<file path="src/mcas_pkg.sv">
// Package for the memory channel access steering block.
// Assumes a single processor clock domain; no software-visible registers.
package mcas_pkg;

    // ------------------------------------------------------------------
    // Address fields
    // ------------------------------------------------------------------
    localparam int ADDR_HI_LSB = 9;
    localparam int ADDR_HI_MSB = 21;
    localparam int COL_LSB = 1;
    localparam int COL_MSB = 8;
    localparam int ROW_LSB = 9;
    localparam int ROW_MSB = 16;
    localparam int BANK_LSB = 17;
    localparam int BANK_MSB = 21;
    localparam int PRES_LSB = 19;
    localparam int PRES_MSB = 21;
    localparam int BANK_COUNT = 5;
    localparam int PRES_COUNT = 8;

    // ------------------------------------------------------------------
    // Reset values
    // ------------------------------------------------------------------
    localparam logic RST_SYNC = 1'b0;
    localparam logic RST_SELECT_N = 1'b1;
    localparam logic RST_STROBE_N = 1'b1;
    localparam logic [1:0] RST_ROWCOL_N = 2'h3;

    // Processor bus control bundle copied onto the channel.
    typedef struct packed {
        logic readStrobe;
        logic writeStrobe;
        logic upperByte;
        logic lowerByte;
    } mcas_ctrl_t;

    // Channel-side strobe bundle.
    typedef struct packed {
        logic sync;
        logic selectN;
        logic rowStrobeN;
        logic colStrobeN;
    } mcas_strobe_t;

endpackage

</file>
<file path="src/mcas_bit_pad.sv">
// Channel-side drive half of one bidirectional data bit.
// Assumes the wire is resolved outside from the enable (low means driving).
`timescale 1ns/1ps
`default_nettype none
module mcas_bit_pad (
    input wire logic clk,
    input wire logic reset_n,
    input wire logic driveChannel,
    input wire logic cpuIn,
    output logic channelOut,
    output logic channelOeN
);
    always_ff @(posedge clk or negedge reset_n) begin
        if (!reset_n) begin
            channelOut <= 1'b0;
            channelOeN <= 1'b1;
        end else begin
            channelOut <= cpuIn;
            channelOeN <= ~driveChannel;
        end
    end
endmodule
`default_nettype wire

</file>
<file path="src/mcas_steering.sv">
// Memory channel access steering: decodes each access, drives the channel
// strobes, bank selects and multiplexed address, and flags backplane cycles.
// Assumes all inputs are synchronous to the 40 MHz processor clock.
//
// Overview of operation
// - Channel data couples to the processor data bus only while the buffer enable is low.
// - The channel address carries bits 1 to 8 in one phase and bits 9 to 16 in the other.
// - Five bank selects are decoded from address bits 17 to 21.
// - Every access with no error detected starts on the backplane; the backplane cycle aborts when memory is on the channel or on an error.
// - Address bits 19 to 21 pick one of the channel memory-present inputs.
// - The backplane-cycle flag is raised on an access whose picked memory-present input is low.
// - With memory present, sync and select are registered on the next clock edge.
// - Backplane request, bus error or channel disable hold the sync/select register clear.
// - Row and column strobes come from a clocked register.
// - Other channel controls are registered copies of processor controls.
// - An error suppresses channel write and inhibits backplane transactions.
// - Data moves over a 16-bit bidirectional path to channel or resident bus.
`timescale 1ns/1ps
`default_nettype none
module mcas_steering #(
    parameter int DATA_W = 16
) (
    input wire logic clk,
    input wire logic reset_n,
    input wire logic accessStart,
    input wire logic [mcas_pkg::ADDR_HI_MSB:1] cpuPhysAddr,
    input wire logic [mcas_pkg::PRES_COUNT-1:0] memPresent,
    input wire logic backplaneRequest,
    input wire logic busError,
    input wire logic channelDisable,
    input wire logic errorDetect,
    input wire logic dataBufEnable_n,
    input wire logic cpuWriting,
    input wire mcas_pkg::mcas_ctrl_t cpuCtrl,
    input wire logic [DATA_W-1:0] cpuDataIn,
    input wire logic [DATA_W-1:0] memoryChannelDataIn,
    input wire logic [DATA_W-1:0] residentDataIn,
    output logic [DATA_W-1:0] cpuDataOut,
    output logic [DATA_W-1:0] memoryChannelDataOut,
    output logic [DATA_W-1:0] memoryChannelDataOe_n,
    output logic [DATA_W-1:0] residentDataOut,
    output logic residentDataOe_n,
    output logic [7:0] channelAddr,
    output logic [mcas_pkg::BANK_COUNT-1:0] memoryBankSelect,
    output mcas_pkg::mcas_strobe_t channelStrobe,
    output mcas_pkg::mcas_ctrl_t channelCtrl,
    output logic offboardCycleFlag,
    output logic backplaneStart,
    output logic backplaneAbort
);
    typedef enum logic [1:0] {MCAS_IDLE, MCAS_ROW, MCAS_COL} mcas_phase_t;

    // ------------------------------------------------------------------
    // Decode
    // ------------------------------------------------------------------
    logic [2:0] presIdx;
    logic present;
    logic holdClear;
    logic [4:0] bankField;
    assign presIdx = cpuPhysAddr[mcas_pkg::PRES_MSB:mcas_pkg::PRES_LSB];
    assign present = memPresent[presIdx];
    assign holdClear = backplaneRequest | busError | channelDisable;
    assign bankField = cpuPhysAddr[mcas_pkg::BANK_MSB:mcas_pkg::BANK_LSB];

    mcas_phase_t phase_q;
    logic [DATA_W-1:0] chanOutRaw;
    logic [DATA_W-1:0] chanOeRaw;
    logic chanSel_q;
    logic sync_q;
    logic selectN_q;
    logic rowStrobeN_q;
    logic colStrobeN_q;

    // Each strobe has its own register so that exactly one process owns each bit.
    assign channelStrobe = '{sync: sync_q, selectN: selectN_q, rowStrobeN: rowStrobeN_q,
        colStrobeN: colStrobeN_q};

    // ------------------------------------------------------------------
    // Sync/select register and backplane steering
    // ------------------------------------------------------------------
    always_ff @(posedge clk or negedge reset_n) begin
        if (!reset_n) begin
            sync_q <= mcas_pkg::RST_SYNC;
            selectN_q <= mcas_pkg::RST_SELECT_N;
            chanSel_q <= 1'b0;
        end else if (holdClear) begin
            sync_q <= mcas_pkg::RST_SYNC;
            selectN_q <= mcas_pkg::RST_SELECT_N;
            chanSel_q <= 1'b0;
        end else if (accessStart) begin
            sync_q <= present;
            selectN_q <= ~present;
            chanSel_q <= present;
        end
    end

    always_ff @(posedge clk or negedge reset_n) begin
        if (!reset_n) begin
            offboardCycleFlag <= 1'b0;
            backplaneStart <= 1'b0;
            backplaneAbort <= 1'b0;
        end else begin
            offboardCycleFlag <= accessStart & ~present;
            backplaneStart <= accessStart & ~errorDetect;
            backplaneAbort <= accessStart & (present | errorDetect);
        end
    end

    // ------------------------------------------------------------------
    // Row/column strobes and multiplexed address
    // ------------------------------------------------------------------
    always_ff @(posedge clk or negedge reset_n) begin
        if (!reset_n) begin
            phase_q <= MCAS_IDLE;
            rowStrobeN_q <= mcas_pkg::RST_STROBE_N;
            colStrobeN_q <= mcas_pkg::RST_STROBE_N;
            channelAddr <= 8'h00;
            memoryBankSelect <= 5'h00;
        end else begin
            case (phase_q)
                MCAS_IDLE: begin
                    rowStrobeN_q <= 1'b1;
                    colStrobeN_q <= 1'b1;
                    if (accessStart && present && !holdClear) begin
                        phase_q <= MCAS_ROW;
                        channelAddr <= cpuPhysAddr[mcas_pkg::ROW_MSB:mcas_pkg::ROW_LSB];
                        memoryBankSelect <= bankField;
                    end
                end
                MCAS_ROW: begin
                    rowStrobeN_q <= 1'b0;
                    channelAddr <= cpuPhysAddr[mcas_pkg::COL_MSB:mcas_pkg::COL_LSB];
                    phase_q <= holdClear ? MCAS_IDLE : MCAS_COL;
                end
                MCAS_COL: begin
                    colStrobeN_q <= 1'b0;
                    if (!chanSel_q) begin
                        phase_q <= MCAS_IDLE;
                    end
                end
                default: phase_q <= MCAS_IDLE;
            endcase
        end
    end

    // ------------------------------------------------------------------
    // Control copies
    // ------------------------------------------------------------------
    always_ff @(posedge clk or negedge reset_n) begin
        if (!reset_n) begin
            channelCtrl <= '0;
        end else begin
            channelCtrl <= cpuCtrl;
            channelCtrl.writeStrobe <= cpuCtrl.writeStrobe & ~errorDetect;
        end
    end

    // ------------------------------------------------------------------
    // Data path
    // ------------------------------------------------------------------
    // Each bit is a registered pad so the wide enable never glitches.
    genvar gi;
    generate
        for (gi = 0; gi < DATA_W; gi++) begin : gBit
            mcas_bit_pad uPad (
                .clk(clk),
                .reset_n(reset_n),
                .driveChannel(~dataBufEnable_n & cpuWriting),
                .cpuIn(cpuDataIn[gi]),
                .channelOut(chanOutRaw[gi]),
                .channelOeN(chanOeRaw[gi])
            );
        end
    endgenerate
    assign memoryChannelDataOut = chanOutRaw;
    assign memoryChannelDataOe_n = chanOeRaw;

    always_ff @(posedge clk or negedge reset_n) begin
        if (!reset_n) begin
            cpuDataOut <= '0;
            residentDataOut <= '0;
            residentDataOe_n <= 1'b1;
        end else begin
            // Channel wins only while its buffer is enabled.
            cpuDataOut <= !dataBufEnable_n ? memoryChannelDataIn : residentDataIn;
            residentDataOut <= cpuDataIn;
            residentDataOe_n <= ~(dataBufEnable_n & cpuWriting);
        end
    end

    // ------------------------------------------------------------------
    // Checks
    // ------------------------------------------------------------------
    a_sync_present: assert property (@(posedge clk) disable iff (!reset_n)
        accessStart && present && !holdClear |=> channelStrobe.sync && !channelStrobe.selectN)
        else $error("sync not set for present memory");
    a_hold_clear: assert property (@(posedge clk) disable iff (!reset_n)
        holdClear |=> !channelStrobe.sync && channelStrobe.selectN)
        else $error("sync not held clear");
    a_offboard_flag: assert property (@(posedge clk) disable iff (!reset_n)
        accessStart && !present |=> offboardCycleFlag)
        else $error("backplane flag missing");
    a_abort_channel: assert property (@(posedge clk) disable iff (!reset_n)
        accessStart && present |=> backplaneAbort && !offboardCycleFlag)
        else $error("backplane not aborted");
    // The sequencer only starts from idle, so an access begun mid-cycle is not claimed.
    a_row_then_col: assert property (@(posedge clk) disable iff (!reset_n)
        phase_q == MCAS_IDLE && accessStart && present && !holdClear ##1 !holdClear
        |=> !channelStrobe.rowStrobeN && channelStrobe.colStrobeN ##1 !channelStrobe.colStrobeN)
        else $error("row/column order wrong");
    a_write_suppress: assert property (@(posedge clk) disable iff (!reset_n)
        errorDetect |=> !channelCtrl.writeStrobe)
        else $error("write not suppressed");
    a_ctrl_copy: assert property (@(posedge clk) disable iff (!reset_n)
        !errorDetect |=> channelCtrl == $past(cpuCtrl))
        else $error("control copy wrong");
    a_bank_decode: assert property (@(posedge clk) disable iff (!reset_n)
        phase_q == MCAS_IDLE && accessStart && present && !holdClear
        |=> memoryBankSelect == $past(bankField))
        else $error("bank select wrong");
    a_data_steer: assert property (@(posedge clk) disable iff (!reset_n)
        !dataBufEnable_n |=> cpuDataOut == $past(memoryChannelDataIn))
        else $error("channel data not steered");
endmodule
`default_nettype wire

</file>
<file path="config.mk">
export PLATFORM = sky130hd
export DESIGN_NAME = mcas_steering
export DESIGN_NICKNAME = d
export VERILOG_FILES = /design/src/mcas_pkg.sv /design/src/mcas_bit_pad.sv /design/src/mcas_steering.sv
export SDC_FILE = /design/constraint.sdc
export NUM_CORES = 1
export LEC_CHECK = 0
export BUFFER_PORTS_ARGS = -buffer_cell sky130_fd_sc_hd__buf_4
export CORE_MARGIN = 2
export CORE_UTILIZATION = 44
export DETAILED_ROUTE_END_ITERATION = 12
export PLACE_DENSITY = 0.94
export REMOVE_ABC_BUFFERS = 1
export SLEW_MARGIN = 20
export SYNTH_ARGS = -nofsm -noshare
export SYNTH_HDL_FRONTEND = slang
export SYNTH_SLANG_ARGS = --single-unit
</file>
<file path="constraint.sdc">
create_clock -name clk -period 2.5 [get_ports clk]
set_input_delay 0.25 -clock clk [delete_from_list [all_inputs] [get_ports clk]]
set_output_delay 0.25 -clock clk [all_outputs]
set_load 0.1 [all_outputs]
</file>
# Word level (Yosys, flattened, before mapping)
# Index checks and enable logic that the tools add are counted.
dict set report word_totals {
  reg_bits 76
  input_bits 90
  elab_cells 78
  out_inout_bits 89
}
dict set report op_classes {
  bitwise_logic 14
  mux 15
  n_reduce_logical 10
  order_cmp 1
  n_eq_ne 4
}
# op n
set ops {}
lappend ops {{16-bit two-way mux} 1}
lappend ops {{8-bit case mux with 2 select lines} 1}
lappend ops {{8-bit two-way mux} 1}
lappend ops {{1-bit bitwise AND} 6}
lappend ops {{2-bit two-way mux} 3}
lappend ops {{2-bit case mux with 3 select lines} 1}
lappend ops {{2-bit AND reduction} 3}
lappend ops {{2-bit nonzero test} 3}
lappend ops {{1-bit two-way mux} 5}
lappend ops {{1-bit NOT} 5}
lappend ops {{3-bit by 4-bit less-than comparator with 1-bit output (second input constant)} 1}
lappend ops {{2-bit != test (second input constant)} 2}
lappend ops {{1-bit case mux with 2 select lines} 2}
lappend ops {{1-bit binary-select mux with 3-bit select} 1}
lappend ops {{1-bit OR} 3}
lappend ops {{2-bit by 1-bit equality test with 1-bit output (second input constant)} 1}
lappend ops {{2-bit equality test (second input constant)} 1}
lappend ops {{1-bit logical AND} 2}
lappend ops {{2-bit zero test} 1}
lappend ops {{1-bit zero test} 1}

# Logic depth before layout (Yosys ltp)
# Gate-level depths: netlist of the first run.
dict set report depth {
  ltp_word 6
  depth_mapped 5
  mapped_depth_nobuf 4
}

# By module
# A second synthesis of the first run with hierarchy kept.
dict set report hier_totals {
  cells_unflattened 196
  area_unflattened_um2 3057.9
}
# module cells_per_inst seq_area_each_um2 n_inst area_per_inst_um2
set modules_own_cells {}
lappend modules_own_cells {mcas_steering 148 1481.4 1 2177.1}
lappend modules_own_cells {mcas_bit_pad 3 51.3 16 55.1}

# Least setup slack after synthesis of the first run
# No wires, ideal clock.
dict set report synth_timing {
  path_kind {input -> register}
  start {input port cpuPhysAddr[19] (netlist bit)}
  end {register memoryBankSelect[0] (netlist bit)}
  n_path_buf 0
  setup_time_ps 126
  required_time_ps 2374
  arrival_ps 1340
  stages 4
  slack_ps 1034
  cell_sequence {mux4_2 > mux2i_4 > nor2_4 > mux2_4}
}
dict set report synth_between {
  elab_chain_len 5
}
# item line_no
set synth_lines {}
lappend synth_lines {{start: declaration} mcas_steering.sv:26} ;# input wire logic [mcas_pkg::ADDR_HI_MSB:1] cpuPhysAddr,
lappend synth_lines {{1-bit binary-select mux with 3-bit select} mcas_steering.sv:61} ;# assign present = memPresent[presIdx];
lappend synth_lines {{1-bit two-way mux (not written as such)} mcas_steering.sv:61}
lappend synth_lines {{1-bit logical AND (2 in series)} mcas_steering.sv:124} ;# if (accessStart && present && !holdClear) begin
lappend synth_lines {{2-bit AND reduction (no source line)} --}
lappend synth_lines {{end signal: assignment} mcas_steering.sv:127} ;# memoryBankSelect <= bankField;
lappend synth_lines {{end: declaration} mcas_steering.sv:44} ;# output logic [mcas_pkg::BANK_COUNT-1:0] memoryBankSelect,
# No other way between the ends. The select of a mux whose other input is x is not followed.
# A chain may end at the register's enable or synchronous reset.

==> impl_metrics.ini, run 1 <==
[power]
seq_power_share = 0.317
switching_power_mw = 1.61
p_comb_frac = 0.425
ir_drop_v = 0.000558
p_leak_nw = 1.89
p_clk_frac = 0.258
p_sw_frac = 0.443
powerDensity_nw_per_um2 = 956
internal_power_mw = 2.02

[clock_network]
cts.clk_slew.worst_paths_ps = 70
cts.path.max_buffers = 2
cts-root-buf = clkbuf_8
cts_tree = done
clock_latency_ps = 330
htreeDepth = 3
clkSinkCount = 60
numCtsBuffers = 9
post_cts_resized = 0

[routing]
detail_route.vias_per_cell = 4.63
routed-via-count = 1877
wl_per_cell_um = 15.8
drc = 0
drtIter0Drc = 93
drtAntennaViolNets = 0
routed_wl_um = 6380
dr.pass1.iters = 4

[grt]
grt_pass1_vias = 2032
grt_pass1_wl_um = 10100
grt_use_total = 0.213
grt_max_degree = 61
grt_antenna_before_repair = 0
overflow = 0

[floorplanning]
core_area_um2 = 5570
row_count = 27
die_h_um = 80.3
dieArea_um2 = 6450
fp.dieW_um = 80.3
start_util = 0.460
ioPinCount = 179

[worst_setup_path]
r2r_end = memoryBankSelect[4]$_DFFE_PN0P_
r2r_cells = 4
criticalPathCategory = flop to output port
cp.buffers_inverters = 1
critPathRequiredTime_ps = 2250
r2r_slack_ps = 860
path_max_fanout = 16
arrival_ps = 1440
startpoint_type = flop
critical_path.cell_chain = buf_4
critPathCaptureType = output port
r2r-start = phase_q[0]$_DFFE_PN0P_
path_delay_family = flip-flops
worstSetupStartpoint = gBit[14].uPad.channelOeN$_DFF_PN1_
cp_slowest_cell = dfstp_2
cpPeakStageDelay_ps = 740

[timing]
final-hold-violation-count = 25
report.final.slew_viol_count = 0
tightest_slew_ps = 729
timing.fmax_mhz = 592
finalSetupViolCount = 0
post-route-min-period_ps = 1690
holdWs_ps = -8.89
rsz0062_at_grt = false
skew_ps = 5.74
slew_headroom = 0.514
finalCritPeriodShare = 0.676

[finish]
stdcell_area_um2 = 3790
stdcell_count = 405
fin_util = 0.680
area_growth_pct = 47.9
layout.nets = 418
drive_above_1_share = 0.676
final_cell_mix = buf_4 (178), dfrtp_1 (55), mux2_2 (17), nor2_1 (10), clkbuf_8 (10)
layout_commonest_cell = buf_4
num_antenna_cells = 0

[job]
drv_cap = 0

[yosys]
ys_seq_elements = 60
synth-xor-area-share = 0
synth_area_per_cell_um2 = 13.0
yosys_warnings = 0
synth_top_family_by_area = buffers and inverters
synth_fa_ha_area_frac = 0
synth_area_um2 = 2560
synth_cells = 197
yosys.area_share.simple = 0.0620
synth_compound_area_frac = 0.0464
synth_cell_types = 27
yosysSeqAreaShare = 0.588
muxShareOfSynthArea = 0.138

[placed_design]
dp.cells = 388
gp_congestion = 0.754
dpl-instance-area_um2 = 3570
place_hpwl_um = 5000
io_buffers = 178

[hold_path]
min_path_type = primary input to async pin

[outcome]
outcome = finished with violations
violations = hold timing
==> stage by stage <==
step	setup WS, ps	TNS (ps)	power (mW)
finish	810	0	3.63
global route	736	0	3.76
CTS	802	0	3.66
detailed placement	663	0	2.71
global placement	715	0	2.69
floorplan	-3560	-56890	2.30
==> worst max path at each step <==
stage	to	cells after the start
finish	memoryChannelDataOe_n[7]	1
global route	memoryBankSelect[3]$_DFFE_PN0P_	4
CTS	memoryChannelDataOe_n[7]	1
detailed placement	memoryBankSelect[2]$_DFFE_PN0P_	5
global placement	memoryBankSelect[4]$_DFFE_PN0P_	5
floorplan	memoryChannelDataOe_n[0]	0
==> sequential cells by signal, indices dropped and copies added (netlist names), 2 cells and up <==
name	count
channelAddr	8
phase_q	2
memoryBankSelect	5
channelCtrl	4
cpuDataOut	16
residentDataOut	16
==> power groups by stage <==
stage                     Combinational, mW  Sequential, mW  Clock, mW
after floorplan                       0.137            2.16          0
after global placement                 1.53            1.16          0
after detailed placement               1.55            1.16          0
after CTS                              1.55            1.15      0.963
after global routing                   1.59            1.16       1.01
final                                  1.54            1.15      0.936
==> routing by layer <==
layer  up-vias  GRT usage  wire, um
met5         -          0         0
met4         0     0.0627        66
met3         6     0.0933       516
met2        81      0.368      3520
met1       915      0.237      2280
li1        875          -         -
==> Yosys cell counts, drive strengths merged <==
cell    count  area share
dfrtp      55        0.54
buf        54        0.16
mux2       22        0.10
nor2       11       0.019
nand3       9       0.020
a31oi       8       0.020
o21ai       8       0.016
clkbuf      5      0.0073
dfstp       5       0.051
mux2i       3       0.017
nand2       3      0.0044
a21o        2      0.0059
mux4        2       0.018
nand2b      2      0.0049
nor2b       2      0.0049
and2        1      0.0024
and3        1      0.0024
nor3        1      0.0020
o21a        1      0.0029
o22ai       1      0.0024
or3         1      0.0024
==> repair_timing <==
item	in CTS	in global routing
hold endpoints to repair	0	1
setup buffers	0	0
hold buffers	0	1
==> area by class of cell <==
| type | instances | area [um2] |
|---|---|---|
| clock buffers | 11 | 141 |
| well taps | 72 | 90.1 |
| clock inverters | 5 | 75.1 |
| multi-input cells | 78 | 632 |
| flip-flops and latches | 60 | 1510 |
| repair buffers | 179 | 1350 |
| fillers | 411 | 1780 |
==> logic make-up (layout without fill, tap and decap cells) <==
logic type             Yosys count  count (layout)
buffers and inverters           59             195
AND/OR/NAND/NOR                 31              31
multiplexers                    27              27
AO/OA/AOI/OAI                   20              20
flip-flops                      60              60
(Power assumes the default switching activity.)
==> run 2: changes to the inputs <==
--- a/config.mk
+++ b/config.mk
@@ -7,9 +7,9 @@
 export LEC_CHECK = 0
 export BUFFER_PORTS_ARGS = -buffer_cell sky130_fd_sc_hd__buf_4
 export CORE_MARGIN = 2
-export CORE_UTILIZATION = 44
+export CORE_UTILIZATION = 41
 export DETAILED_ROUTE_END_ITERATION = 12
-export PLACE_DENSITY = 0.94
+export PLACE_DENSITY = 0.89
 export REMOVE_ABC_BUFFERS = 1
 export SLEW_MARGIN = 20
 export SYNTH_ARGS = -nofsm -noshare
==> constraint.sdc (replaced) <==
create_clock -name clk -period 1.7 [get_ports clk]
set_input_delay 0.17 -clock clk [delete_from_list [all_inputs] [get_ports clk]]
set_output_delay 0.17 -clock clk [all_outputs]
set_load 0.1 [all_outputs]
==> run 2 against run 1 <==
  * The flow now finishes without violations
  * Die area up 7.0%
  * Count of clock-buffer cells in the layout up 2
  * Cell count up 6.9%
  * Largest cell class is now buffers
  * Core utilization down 1.5 points
  * Via count up 4.5%
  * Global-route usage down 1.1 points
  * Power up 40%
==> impl_metrics.ini, run 2 (synthesis results as in run 1) <==
[outcome]
outcome = completed

[placed_design]
io_buffers = 178
gp_congestion = 0.790
place_hpwl_um = 5090
dpl-instance-area_um2 = 3600
post-place-ws_ps = 117

[grt]
grt_pass1_wl_um = 10900
grt_use_total = 0.202
grt_pass1_vias = 2199
grt_antenna_before_repair = 0
grt_max_degree = 61
overflow = 0

[floorplanning]
ioPinCount = 179
dieArea_um2 = 6900
row_count = 28
core_area_um2 = 5990
fp.dieW_um = 83.1
die_h_um = 83.1
start_util = 0.428

[finish]
multi_input_area_um2 = 632
drive_above_1_share = 0.634
final-seq-area_um2 = 1510
biggestRegsByFlops = cpuDataOut x16, residentDataOut x16, channelAddr x8
layout_commonest_cell = buf_4
final_cell_mix = buf_4 (182), dfrtp_1 (55), dlygate4sd3_1 (22), mux2_2 (17)
fin_util = 0.665
layout.nets = 443
fill_cells = 452
num_antenna_cells = 0
stdcell_area_um2 = 3980
area_growth_pct = 55.4

[worst_setup_path]
cp.buffers_inverters = 1
critPathRequiredTime_ps = 1530
cp_slowest_cell = dfstp_2
criticalPathCategory = flop to output port
r2r_end = channelAddr[2]$_DFFE_PN0P_
critPathCaptureType = output port
r2r_slack_ps = 260
cpPeakStageDelay_ps = 730
arrival_ps = 1410
path_max_fanout = 16
startpoint_type = flop
critical_path.cell_chain = buf_4
r2r_cells = 5
path_delay_family = flip-flops
r2r-start = phase_q[0]$_DFFE_PN0P_

[timing]
finalCritPeriodShare = 0.929
report.final.slew_viol_count = 0
finalSetupViolCount = 0
timing.fmax_mhz = 633
fin_tns_setup_ps = 0
post-route-min-period_ps = 1580
setup_ws_ps = 120
slew_headroom = 0.514
final-hold-violation-count = 0
skew_ps = 5.49
tightest_slew_ps = 730
rsz0062_at_grt = false

[clock_network]
cts.clk_slew.worst_paths_ps = 70
cts.path.max_buffers = 2
postCtsSetupRepairBufs = 0
cts_tree = done
numCtsBuffers = 9
cts-root-buf = clkbuf_8
clock_latency_ps = 310
htreeDepth = 3
post_cts_resized = 0
clkSinkCount = 60
holdBufCountCts = 21

[routing]
dr.pass1.iters = 4
detail_route.vias_per_cell = 4.53
routed_wl_um = 6880
wl_per_cell_um = 15.9
drtIter0Drc = 69
drc = 0
drtAntennaViolNets = 0
routed-via-count = 1961

[power]
p_comb_frac = 0.456
p_leak_nw = 1.97
seq_power_share = 0.332
internal_power_mw = 2.71
p_clk_frac = 0.212
ir_drop_v = 0.000794
p_sw_frac = 0.466
switching_power_mw = 2.37
powerDensity_nw_per_um2 = 1280

[hold_path]
hold_depth = 2
min_path_type = primary input to flop
holdPathEnd = cpuDataOut[14]$_DFF_PN0_
holdCritStartpoint = residentDataIn[14]

[job]
drv_cap = 0
-- run 2: through the flow --
stage / total power [mW] / hold WS, ps / cells
2_1_floorplan: 3.38 / -126 / 138
3_3_place_gp: 3.96 / 274 / 395
3_5_place_dp: 3.99 / 280 / 395
4_1_cts: 5.13 / 4.17 / 432
5_1_grt: 5.28 / 53.9 / 433
6_report: 5.08 / 76.6 / 433
-- run 2: final cells by class --
| class | count | share of cell area |
|---|---|---|
| clock buffer | 13 | 0.0374 |
| clock inverter | 3 | 0.00377 |
| multi-input combinational | 78 | 0.159 |
| sequential | 60 | 0.378 |
| tap | 75 | 0.0236 |
| timing repair buffer | 204 | 0.398 |
-- run 2: power by group through the flow --
stage / clock network (mW) / registers [mW] / logic (mW)
detailed placement: 0 / 1.71 / 2.28
finish: 1.08 / 1.69 / 2.32
global route: 1.20 / 1.71 / 2.38
floorplan: 0 / 3.17 / 0.202
global placement: 0 / 1.70 / 2.25
CTS: 1.11 / 1.69 / 2.32
-- run 2: layer usage --
metal / global-route usage / part of all wire / vias up
met5: 0 / 0 / -
met3: 0.0636 / 0.065 / 12
met4: 0.0775 / 0.014 / 0
li1: - / - / 921
met1: 0.225 / 0.36 / 941
met2: 0.358 / 0.56 / 87
-- run 2: worst max-delay path by stage --
| stage | from | endpoint | slack, ps | depth (start not counted) |
|---|---|---|---|---|
| finish | gBit[14].uPad.channelOeN$_DFF_PN1_ | memoryChannelDataOe_n[13] | 120 | 1 |
| global route | gBit[14].uPad.channelOeN$_DFF_PN1_ | memoryChannelDataOe_n[13] | 50 | 1 |
| CTS | gBit[14].uPad.channelOeN$_DFF_PN1_ | memoryChannelDataOe_n[13] | 100 | 1 |
| detailed placement | cpuPhysAddr[19] | channelAddr[4]$_DFFE_PN0P_ | 120 | 6 |
| global placement | cpuPhysAddr[19] | channelAddr[0]$_DFFE_PN0P_ | 170 | 5 |
| floorplan | gBit[14].uPad.channelOeN$_DFF_PN1_ | memoryChannelDataOe_n[0] | -4280 | 0 |
